## src/shared/csar_pkg.sv

```systemverilog
// Purpose: shared constants for the channel scan and alarm relay controller
// Assumes: one 25 MHz clock, registers reached over APB
// Notes:   all offsets are byte addresses of 32-bit words
package csar_pkg;
  localparam int NUM_CH         = 6;
  localparam int NUM_RLY        = 3;
  localparam int VAL_W          = 16;
  localparam int NUM_SP         = NUM_RLY * NUM_CH;
  localparam int CLK_HZ         = 25_000_000;
  localparam int SCAN_TIME_MS   = 3000;
  localparam int MANUAL_TIME_MS = 60000;
  localparam int SCAN_CYC       = SCAN_TIME_MS * (CLK_HZ / 1000);
  localparam int MANUAL_CYC     = MANUAL_TIME_MS * (CLK_HZ / 1000);
  localparam int HYST_NUM       = 9;
  localparam int HYST_DEN       = 10;
  localparam int TMR_W          = 31;

  localparam logic [11:0] CTRL_OFS      = 12'h000;
  localparam logic [11:0] STATUS_OFS    = 12'h004;
  localparam logic [11:0] IRQ_STAT_OFS  = 12'h008;
  localparam logic [11:0] IRQ_MASK_OFS  = 12'h00C;
  localparam logic [11:0] RELAY_CLR_OFS = 12'h010;
  localparam logic [11:0] ASSIGN_OFS    = 12'h014;
  localparam logic [11:0] SETPT_OFS     = 12'h040;
  localparam logic [11:0] READING_OFS   = 12'h0C0;

  localparam int CTRL_EN_LSB    = 0;
  localparam int CTRL_LATCH_LSB = 6;
  localparam int CTRL_FDUTY_BIT = 9;
  localparam int ST_DISP_LSB    = 0;
  localparam int ST_MANUAL_BIT  = 3;
  localparam int ST_RELAY_LSB   = 4;
  localparam int ST_FAULT_LSB   = 7;
  localparam int ST_GAS_LSB     = 13;
  localparam int ST_SYSF_BIT    = 19;
  localparam int IRQ_RLY_LSB    = 0;
  localparam int IRQ_FAULT_BIT  = 3;
  localparam int IRQ_W          = 4;

  localparam logic [9:0]       CTRL_RST   = 10'h03F;
  localparam logic [17:0]      ASSIGN_RST = 18'h3FFFF;
  localparam logic [VAL_W-1:0] SETPT_RST  = 16'h0032;

  typedef enum logic [1:0] {
    SCAN_AUTO   = 2'b01,
    SCAN_MANUAL = 2'b10
  } csar_scan_e;
endpackage

```

## src/rtl/csar_relay.sv

```systemverilog
// Purpose: one alarm relay, set by threshold, released by hysteresis or clear
// Assumes: readings and set points are unsigned gas levels
// Notes:   a set point of zero leaves that channel unarmed
`timescale 1ns/100ps
module csar_relay (
  input  wire logic                                   clock,
  input  wire logic                                   arst_n,
  input  wire logic [csar_pkg::NUM_CH*csar_pkg::VAL_W-1:0] reading,
  input  wire logic [csar_pkg::NUM_CH*csar_pkg::VAL_W-1:0] setpt,
  input  wire logic [csar_pkg::NUM_CH-1:0]            chan_on,
  input  wire logic                                   latching,
  input  wire logic                                   fault_duty,
  input  wire logic                                   fault_in,
  input  wire logic                                   clear,
  output logic                                        active
);
  logic [csar_pkg::NUM_CH-1:0] trip_q;
  logic [csar_pkg::NUM_CH-1:0] trip_d;
  logic                        flt_q;
  logic                        flt_d;

  always_comb
  begin
    logic [csar_pkg::VAL_W-1:0] rd;
    logic [csar_pkg::VAL_W-1:0] sp;
    logic                       hit;
    logic                       rel;
    rd = '0;
    sp = '0;
    hit = 1'b0;
    rel = 1'b0;
    for (int c = 0; c < csar_pkg::NUM_CH; c++)
    begin
      rd = reading[c*csar_pkg::VAL_W +: csar_pkg::VAL_W];
      sp = setpt[c*csar_pkg::VAL_W +: csar_pkg::VAL_W];
      hit = (sp != '0) && (rd >= sp);
      rel = (20'(rd) * 20'(csar_pkg::HYST_DEN)) <= (20'(sp) * 20'(csar_pkg::HYST_NUM));
      // latch or auto; a new trip beats a clear
      trip_d[c] = chan_on[c] & ~fault_duty
                & (hit | (trip_q[c] & ~(latching ? clear : rel)));
    end
    flt_d = fault_duty & (fault_in | (flt_q & latching & ~clear));
  end

  always_ff @(posedge clock or negedge arst_n)
  begin
    if (!arst_n)
    begin
      trip_q <= '0;
      flt_q  <= 1'b0;
    end
    else
    begin
      trip_q <= trip_d;
      flt_q  <= flt_d;
    end
  end

  assign active = fault_duty ? flt_q : |trip_q;
endmodule

```

## src/rtl/csar_ctrl.sv

```systemverilog
// Purpose: channel display scanning and alarm relay control, APB registers
// Assumes: sensor values, buttons and system fault are synchronous pulses/levels
// Notes:   timer counts are parameters so simulation can shorten them
// Operation
// - up to six channels, each configured fault-free channel shown in turn every 3 s
// - exactly one channel with gas holds the display on it
// - two or more gas channels rotate among themselves every 3 s
// - forward button steps to next channel, backward to previous
// - manual selection stays one minute, then automatic scan resumes
// - relay three in fault duty energizes on any monitor or channel fault
// - relay three in fault duty leaves only two relays per channel
// - each relay latches until cleared or resets by itself
// - separate set point for every relay on every channel
// - relay activates once reading reaches its threshold
// - auto relay releases at 90 percent of threshold, 10 percent band
// - triggered relay with reading below set point does not lock display
//
// Added by the designer: the APB slave port and the register addresses.
`timescale 1ns/100ps
module csar_ctrl #(
  parameter int SCAN_CYC   = csar_pkg::SCAN_CYC,
  parameter int MANUAL_CYC = csar_pkg::MANUAL_CYC
) (
  input  wire logic                        clock,
  input  wire logic                        arst_n,
  input  wire logic                        psel,
  input  wire logic                        penable,
  input  wire logic                        pwrite,
  input  wire logic [11:0]                 paddr,
  input  wire logic [31:0]                 pwdata,
  output logic [31:0]                      prdata,
  output logic                             pready,
  output logic                             pslverr,
  input  wire logic                        rx_valid,
  input  wire logic [2:0]                  rx_ch,
  input  wire logic [csar_pkg::VAL_W-1:0]  rx_value,
  input  wire logic                        rx_fault,
  input  wire logic                        sys_fault,
  input  wire logic                        btn_fwd,
  input  wire logic                        btn_back,
  output logic [2:0]                       disp_ch,
  output logic                             manual_mode,
  output logic [csar_pkg::NUM_RLY-1:0]     relay_out,
  output logic                             irq
);
  localparam int NC = csar_pkg::NUM_CH;
  localparam int NR = csar_pkg::NUM_RLY;
  localparam int VW = csar_pkg::VAL_W;
  localparam int IRQ_W_L = csar_pkg::IRQ_W;
  localparam int TMR_W_L = csar_pkg::TMR_W;

  // next or previous set bit of mask, wrapping; cur if none
  function automatic logic [2:0] step_ch(input logic [NC-1:0] mask,
                                         input logic [2:0]    cur,
                                         input logic          fwd);
    logic [2:0] res;
    logic       found;
    int         idx;
    res = cur;
    found = 1'b0;
    idx = 0;
    for (int k = 1; k <= NC; k++)
    begin
      idx = fwd ? (int'(cur) + k) % NC : (int'(cur) + NC - k) % NC;
      if (!found && mask[idx])
      begin
        res = 3'(idx);
        found = 1'b1;
      end
    end
    return res;
  endfunction

  function automatic logic single_bit(input logic [NC-1:0] m);
    return (m != '0) && ((m & (m - 1'b1)) == '0);
  endfunction

  function automatic logic [2:0] low_idx(input logic [NC-1:0] m);
    logic [2:0] res;
    res = '0;
    for (int c = NC - 1; c >= 0; c--)
    begin
      if (m[c])
      begin
        res = 3'(c);
      end
    end
    return res;
  endfunction

  // APB and configuration state
  logic [31:0]       prdata_q,  prdata_d;
  logic              pready_q,  pready_d;
  logic              pslverr_q, pslverr_d;
  logic [9:0]        ctrl_q,    ctrl_d;
  logic [17:0]       assign_q,  assign_d;
  logic [VW-1:0]     sp_q [csar_pkg::NUM_SP];
  logic [VW-1:0]     sp_d [csar_pkg::NUM_SP];
  logic [IRQ_W_L-1:0] ist_q, ist_d;
  logic [IRQ_W_L-1:0] imask_q, imask_d;
  logic [NR-1:0]     rclr_q,    rclr_d;
  logic              irq_q,     irq_d;

  // channel data
  logic [VW-1:0]     val_q [NC];
  logic [VW-1:0]     val_d [NC];
  logic [NC-1:0]     chflt_q,   chflt_d;

  // scan state
  csar_pkg::csar_scan_e scan_q, scan_d;
  logic [2:0]        disp_q,    disp_d;
  logic [csar_pkg::TMR_W-1:0] tmr_q, tmr_d;

  // relay state
  logic [NR-1:0]     relay_q,   relay_d;
  logic              fany_q,    fany_d;
  logic [NR-1:0]     rly_act;

  logic [NC-1:0]     en;
  logic [NC-1:0]     gas;
  logic [NC-1:0]     cand;
  logic              fault_any;
  logic              fduty;
  logic              setup;
  logic              wr_en;
  logic [11:0]       sp_ofs;
  logic [11:0]       rd_ofs;
  logic [4:0]        sp_idx;
  logic [2:0]        rd_idx;
  logic              sp_hit;
  logic              rd_hit;
  logic [31:0]       status;
  logic [NC*VW-1:0]  val_flat;

  assign en        = ctrl_q[csar_pkg::CTRL_EN_LSB +: NC];
  assign fduty     = ctrl_q[csar_pkg::CTRL_FDUTY_BIT];
  // gas only on good, configured channels
  assign gas       = en & ~chflt_q & {val_q[5] != '0, val_q[4] != '0, val_q[3] != '0,
                                      val_q[2] != '0, val_q[1] != '0, val_q[0] != '0};
  assign fault_any = sys_fault | |(chflt_q & en);
  assign setup     = psel & ~penable;
  assign wr_en     = psel & penable & pready_q & pwrite;
  assign sp_ofs    = paddr - csar_pkg::SETPT_OFS;
  assign rd_ofs    = paddr - csar_pkg::READING_OFS;
  assign sp_idx    = sp_ofs[6:2];
  assign rd_idx    = rd_ofs[4:2];
  assign sp_hit    = (paddr >= csar_pkg::SETPT_OFS) && (sp_ofs[1:0] == 2'b00)
                   && (int'(sp_idx) < csar_pkg::NUM_SP) && (sp_ofs[11:7] == '0);
  assign rd_hit    = (paddr >= csar_pkg::READING_OFS) && (rd_ofs[1:0] == 2'b00)
                   && (int'(rd_idx) < NC) && (rd_ofs[11:5] == '0);

  always_comb
  begin
    status = '0;
    status[csar_pkg::ST_DISP_LSB +: 3]    = disp_q;
    status[csar_pkg::ST_MANUAL_BIT]       = (scan_q == csar_pkg::SCAN_MANUAL);
    status[csar_pkg::ST_RELAY_LSB +: NR]  = relay_q;
    status[csar_pkg::ST_FAULT_LSB +: NC]  = chflt_q;
    status[csar_pkg::ST_GAS_LSB +: NC]    = gas;
    status[csar_pkg::ST_SYSF_BIT]         = sys_fault;
  end

  // APB slave: answers in the first access cycle
  always_comb
  begin
    pready_d  = setup;
    pslverr_d = 1'b0;
    prdata_d  = '0;
    if (setup)
    begin
      case (paddr)
        csar_pkg::CTRL_OFS:      prdata_d = 32'(ctrl_q);
        csar_pkg::STATUS_OFS:    prdata_d = status;
        csar_pkg::IRQ_STAT_OFS:  prdata_d = 32'(ist_q);
        csar_pkg::IRQ_MASK_OFS:  prdata_d = 32'(imask_q);
        csar_pkg::RELAY_CLR_OFS: prdata_d = '0;
        csar_pkg::ASSIGN_OFS:    prdata_d = 32'(assign_q);
        default:
        begin
          if (sp_hit)
          begin
            prdata_d = 32'(sp_q[sp_idx]);
          end
          else if (rd_hit)
          begin
            prdata_d = 32'(val_q[rd_idx]);
          end
          else
          begin
            pslverr_d = 1'b1;
          end
        end
      endcase
    end
  end

  // register writes and sticky interrupt status
  always_comb
  begin
    logic [IRQ_W_L-1:0] ev;
    ev       = '0;
    ctrl_d   = ctrl_q;
    assign_d = assign_q;
    sp_d     = sp_q;
    imask_d  = imask_q;
    rclr_d   = '0;
    ev[csar_pkg::IRQ_RLY_LSB +: NR] = rly_act & ~relay_q;
    ev[csar_pkg::IRQ_FAULT_BIT]     = fault_any & ~fany_q;
    ist_d = ist_q;
    if (wr_en)
    begin
      case (paddr)
        csar_pkg::CTRL_OFS:      ctrl_d   = pwdata[9:0];
        csar_pkg::IRQ_STAT_OFS:  ist_d    = ist_q & ~pwdata[IRQ_W_L-1:0];
        csar_pkg::IRQ_MASK_OFS:  imask_d  = pwdata[IRQ_W_L-1:0];
        csar_pkg::RELAY_CLR_OFS: rclr_d   = pwdata[NR-1:0];
        csar_pkg::ASSIGN_OFS:    assign_d = pwdata[17:0];
        default:
        begin
          // one set point per relay and channel
          if (sp_hit)
          begin
            sp_d[sp_idx] = pwdata[VW-1:0];
          end
        end
      endcase
    end
    // new events win over a write-one clear
    ist_d = ist_d | ev;
    irq_d = |(ist_d & imask_d);
  end

  always_ff @(posedge clock or negedge arst_n)
  begin
    if (!arst_n)
    begin
      prdata_q  <= '0;
      pready_q  <= 1'b0;
      pslverr_q <= 1'b0;
      ctrl_q    <= csar_pkg::CTRL_RST;
      assign_q  <= csar_pkg::ASSIGN_RST;
      sp_q      <= '{default: csar_pkg::SETPT_RST};
      ist_q     <= '0;
      imask_q   <= '0;
      rclr_q    <= '0;
      irq_q     <= 1'b0;
    end
    else
    begin
      prdata_q  <= prdata_d;
      pready_q  <= pready_d;
      pslverr_q <= pslverr_d;
      ctrl_q    <= ctrl_d;
      assign_q  <= assign_d;
      sp_q      <= sp_d;
      ist_q     <= ist_d;
      imask_q   <= imask_d;
      rclr_q    <= rclr_d;
      irq_q     <= irq_d;
    end
  end

  // latest value and fault per channel
  always_comb
  begin
    val_d   = val_q;
    chflt_d = chflt_q;
    if (rx_valid && (int'(rx_ch) < NC))
    begin
      val_d[rx_ch]   = rx_value;
      chflt_d[rx_ch] = rx_fault;
    end
  end

  always_ff @(posedge clock or negedge arst_n)
  begin
    if (!arst_n)
    begin
      val_q   <= '{default: '0};
      chflt_q <= '0;
    end
    else
    begin
      val_q   <= val_d;
      chflt_q <= chflt_d;
    end
  end

  // display scanning
  always_comb
  begin
    // lock follows gas, never relay state
    cand   = (gas != '0) ? gas : (en & ~chflt_q);
    scan_d = scan_q;
    disp_d = disp_q;
    tmr_d  = tmr_q + 1'b1;
    if (btn_fwd || btn_back)
    begin
      scan_d = csar_pkg::SCAN_MANUAL;
      disp_d = step_ch(en, disp_q, btn_fwd);
      tmr_d  = '0;
    end
    else
    begin
      case (scan_q)
        csar_pkg::SCAN_MANUAL:
        begin
          if (tmr_q >= TMR_W_L'(MANUAL_CYC - 1))
          begin
            scan_d = csar_pkg::SCAN_AUTO;
            tmr_d  = '0;
          end
        end
        csar_pkg::SCAN_AUTO:
        begin
          // lock on a single gas channel
          if (single_bit(gas))
          begin
            disp_d = low_idx(gas);
            tmr_d  = '0;
          end
          else if (!cand[disp_q] || (tmr_q >= TMR_W_L'(SCAN_CYC - 1)))
          begin
            disp_d = step_ch(cand, disp_q, 1'b1);
            tmr_d  = '0;
          end
        end
        default:
        begin
          scan_d = csar_pkg::SCAN_AUTO;
          tmr_d  = '0;
        end
      endcase
    end
  end

  always_ff @(posedge clock or negedge arst_n)
  begin
    if (!arst_n)
    begin
      scan_q <= csar_pkg::SCAN_AUTO;
      disp_q <= '0;
      tmr_q  <= '0;
    end
    else
    begin
      scan_q <= scan_d;
      disp_q <= disp_d;
      tmr_q  <= tmr_d;
    end
  end

  // relays
  always_comb
  begin
    val_flat = '0;
    for (int c = 0; c < NC; c++)
    begin
      val_flat[c*VW +: VW] = val_q[c];
    end
  end

  for (genvar r = 0; r < NR; r++)
  begin : g_rly
    logic [NC*VW-1:0] sp_flat;
    for (genvar c = 0; c < NC; c++)
    begin : g_sp
      assign sp_flat[c*VW +: VW] = sp_q[r*NC + c];
    end
    csar_relay u_relay (
      .clock      (clock),
      .arst_n     (arst_n),
      .reading    (val_flat),
      .setpt      (sp_flat),
      .chan_on    (assign_q[r*NC +: NC] & en & ~chflt_q),
      .latching   (ctrl_q[csar_pkg::CTRL_LATCH_LSB + r]),
      // only the third relay takes fault duty
      .fault_duty ((r == NR - 1) ? fduty : 1'b0),
      .fault_in   (fault_any),
      .clear      (rclr_q[r]),
      .active     (rly_act[r])
    );
  end

  always_comb
  begin
    relay_d = rly_act;
    fany_d  = fault_any;
  end

  always_ff @(posedge clock or negedge arst_n)
  begin
    if (!arst_n)
    begin
      relay_q <= '0;
      fany_q  <= 1'b0;
    end
    else
    begin
      relay_q <= relay_d;
      fany_q  <= fany_d;
    end
  end

  assign prdata      = prdata_q;
  assign pready      = pready_q;
  assign pslverr     = pslverr_q;
  assign disp_ch     = disp_q;
  assign manual_mode = scan_q[1];
  assign relay_out   = relay_q;
  assign irq         = irq_q;
endmodule

```

## config.mk

```make
export PLATFORM = sky130hd
export DESIGN_NAME = csar_ctrl
export DESIGN_NICKNAME = d
export VERILOG_FILES = /design/src/shared/csar_pkg.sv /design/src/rtl/csar_relay.sv /design/src/rtl/csar_ctrl.sv
export SDC_FILE = /design/constraint.sdc
export NUM_CORES = 2
export LEC_CHECK = 0
export BUFFER_PORTS_ARGS = -buffer_cell sky130_fd_sc_hd__buf_2
export CAP_MARGIN = 5
export CORE_MARGIN = 1
export CORE_UTILIZATION = 33
export DETAILED_ROUTE_END_ITERATION = 8
export SLEW_MARGIN = 20
export SYNTH_ARGS = -nofsm -noshare
export SYNTH_HDL_FRONTEND = slang
export SYNTH_HIERARCHICAL = 1
export SYNTH_SLANG_ARGS = --single-unit
```

## constraint.sdc

```tcl
create_clock -name clock -period 10.4 [get_ports clock]
set_input_delay 1.56 -clock clock [delete_from_list [all_inputs] [get_ports clock]]
set_output_delay 1.56 -clock clock [all_outputs]
set_load 0.05 [all_outputs]
```

==> impl_metrics.ini <==
[cells_and_area]
drive_above_1_share = 0.128
fin_util = 0.363
seqCellArea_sq_um = 12900
syn_to_final_growth_pct = 9.31
multi_input_area_sq_um = 56200
nFillCells = 21900
nNetsFinal = 9854
design_area_sq_um = 78900

[timing]
setup_violations = 0
setup_tns_ns = 0
slew_headroom = -0.0286
slew_violations = 2
period_share = 0.822
min_period_ns = 8.54
clock.fmax_mhz = 117
clock_skew_ns = 0.0932
rsz0062_at_grt = no
finalHoldViolCount = 0
holdWs_ns = 0.483
worst_slew_pin_slew_ns = 1.52

[power_and_ir_drop]
power_frac_comb = 0.694
p_clk_frac = 0.157
total_power_mw = 14.9
power.switching_mw = 7.09
p_int_mw = 7.78
power_density_nw_per_um2 = 189
vdd.ir_drop.worst_mv = 0.152
power.leakage_nw = 37.0
swShare = 0.477
seqPwrFrac = 0.148

[critical_path]
critPathMaxFanout = 19
crit_slowest_cell = o41ai_2
critPathMaxStageDelay_ns = 0.63
worst-setup-path-type = register to register
worstPathArrival_ns = 9.09
critical_path_required_ns = 10.94
end_kind = register
worst_setup_path_start_kind = register

[yosys]
yosysWarnings = 6
yosys-top-cells-area = ha_1 28%, dfrtp_1 15%, mux2_2 6.8%, a21oi_1 3.7%, inv_1 3.4%
async_reset_ff_frac = 1.00
synth_edf_count = 0
syn-cell-area_sq_um = 72100
ys_seq_area_frac = 0.179
synthCells = 7961
synth_most_common_cell = ha_1
synth_area_per_cell_sq_um = 9.06
synth_ff_type = dfrtp_1
synth_top_area_cell = ha_1
synth-seq-cells = 513
synth_cell_types = 106
synthTopCellsByCount = 1643 x ha_1, 651 x inv_1, 540 x a21oi_1, 457 x nor2_1
synth_top_area_share = 0.285

[clocking]
cts.sinks = 513
path_clk_slew_ns = 0.07
cts-root-buf = clkbuf_16
cts_tree = done
cts_resized = 0
insertion_delay_ns = 0.75
cts_setup_buffers = 0
holdBufCountCts = 0
cts_made_buffers = 59
clk_path_buf_depth = 3
htree_levels = 2

[route]
drt-initial-drc-count = 5445
wl_per_cell_um = 23.9
wirelength_um = 263000
m1WireLength_um = 110000
firstDrtPassIters = 9
vias = 64700
top_layer_used = met5
dr_wl_met2_um = 116000
met3_length_um = 21900
drc = 0
postRouteAntennaNets = 0
via_per_inst = 5.88

[floorplanning]
start_util = 0.332
core_sq_um = 217000
fp.dieW_um = 470
die_h_um = 470
die_area_sq_um = 220000
ios = 115
row_count = 171

[placed_design]
place_congestion = 0.963
dpl.hpwl_um = 200000
io_buffer_count = 88
placed_cell_area_sq_um = 76700

[global_route]
grt_util_all_layers = 0.231
overflow = 0
antenna_found_initial = 23
grt_pass1_wl_um = 394000
grt_pass1_vias = 63400
grt_max_degree = 104

[outcome]
violations = capacitance limit, slew limit
outcome = finished, violations left

[job]
max-cap-violations = 1

[min_path]
hold_path_class = register to register
final cells by class:
type / instances / share of cell area
clock inverter: 39 / 0.00725
clock buffer: 73 / 0.0200
inverter: 658 / 0.0313
sequential: 513 / 0.164
tap: 2854 / 0.0453
timing repair buffer: 227 / 0.0191
antenna: 13 / 0.000413
multi-input combinational: 6643 / 0.713
registers in the layout, indices dropped and copies added (netlist names):
name,cells
g_rly.u_relay/flt_q,3
chflt_q,6
g_rly.sp_flat,288
assign_q,18
rclr_q,3
scan_q,2
ctrl_q,10
val_flat,96
g_rly.u_relay/trip_q,18
pready,1
ist_q,4
prdata,20
fany_q,1
disp_ch,3
tmr_q,31
pslverr,1
irq,1
relay_out,3
imask_q,4
through the flow:
step,instances,setup slack (ns)
2_1_floorplan,7990,2.63
3_3_place_gp,10900,1.85
3_5_place_dp,10900,1.95
4_1_cts,11000,1.92
5_1_grt,11000,1.19
6_report,11000,1.86
placed cells by master, fill, tap and decap left out, types with 97 or more instances in the layout:
master	instances
nor3_1	132
buf_4	139
o21ai_0	352
xor2_1	170
mux2_2	434
nor4_1	142
nand3_1	125
a211oi_1	97
ha_1	1643
nand2_1	259
a21o_1	325
a21oi_1	540
nand4_1	207
xnor2_1	274
nor2_1	456
dfrtp_1	434
inv_1	651
nor2b_1	142
nand2b_1	137
cells by family after synthesis:
logic type      after synthesis  synth area share
simple gates               1867             0.135
flops                       513             0.179
buf+inv                     834            0.0445
xor+xnor                    444            0.0539
fa+ha+maj                  1679             0.295
compound gates             2035             0.187
other cells                   2          0.000104
mux                         587             0.105
layer usage:
| layer | vias to the layer above | global-route usage |
|---|---|---|
| met3 | 585 | 0.0508 |
| met2 | 2377 | 0.370 |
| li1 | 30200 | - |
| met5 | - | 0 |
| met4 | 22 | 0.113 |
| met1 | 31600 | 0.293 |
power groups by stage:
stage	clock network, mW	registers (mW)	logic, mW
after CTS	2.36	2.20	10.3
after floorplan	0	2.38	7.44
final	2.34	2.20	10.3
after detailed placement	0	2.23	10.2
after global placement	0	2.23	9.82
after global routing	2.43	2.21	11.6
worst paths after layout:
check	slack [ns]	depth (start not counted)	from	endpoint
min in group asynchronous	0.91	1	arst_n	tmr_q[16]$_DFF_PN0_
worst min-delay path	0.48	1	tmr_q[0]$_DFF_PN0_	tmr_q[0]$_DFF_PN0_
worst max register to register	1.86	32	disp_ch[1]$_DFFE_PN0P_	disp_ch[2]$_DFFE_PN0P_
max in group asynchronous	7.53	3	arst_n	pready$_DFF_PN0_
worst max-delay path	1.86	32	disp_ch[1]$_DFFE_PN0P_	disp_ch[2]$_DFFE_PN0P_
worst min register to register	0.48	1	tmr_q[0]$_DFF_PN0_	tmr_q[0]$_DFF_PN0_
critical path, delay by kind of cell, from the launching register on:
kind                       cells  cell delay [ns]
buffers and inverters          5             1.06
AOI/OAI and AO/OA             14             3.78
adders and majority gates      3             0.84
DFF                            1             0.39
and+or+nand+nor                8             1.91
muxes                          2             0.40
(Power assumes the default switching activity.)
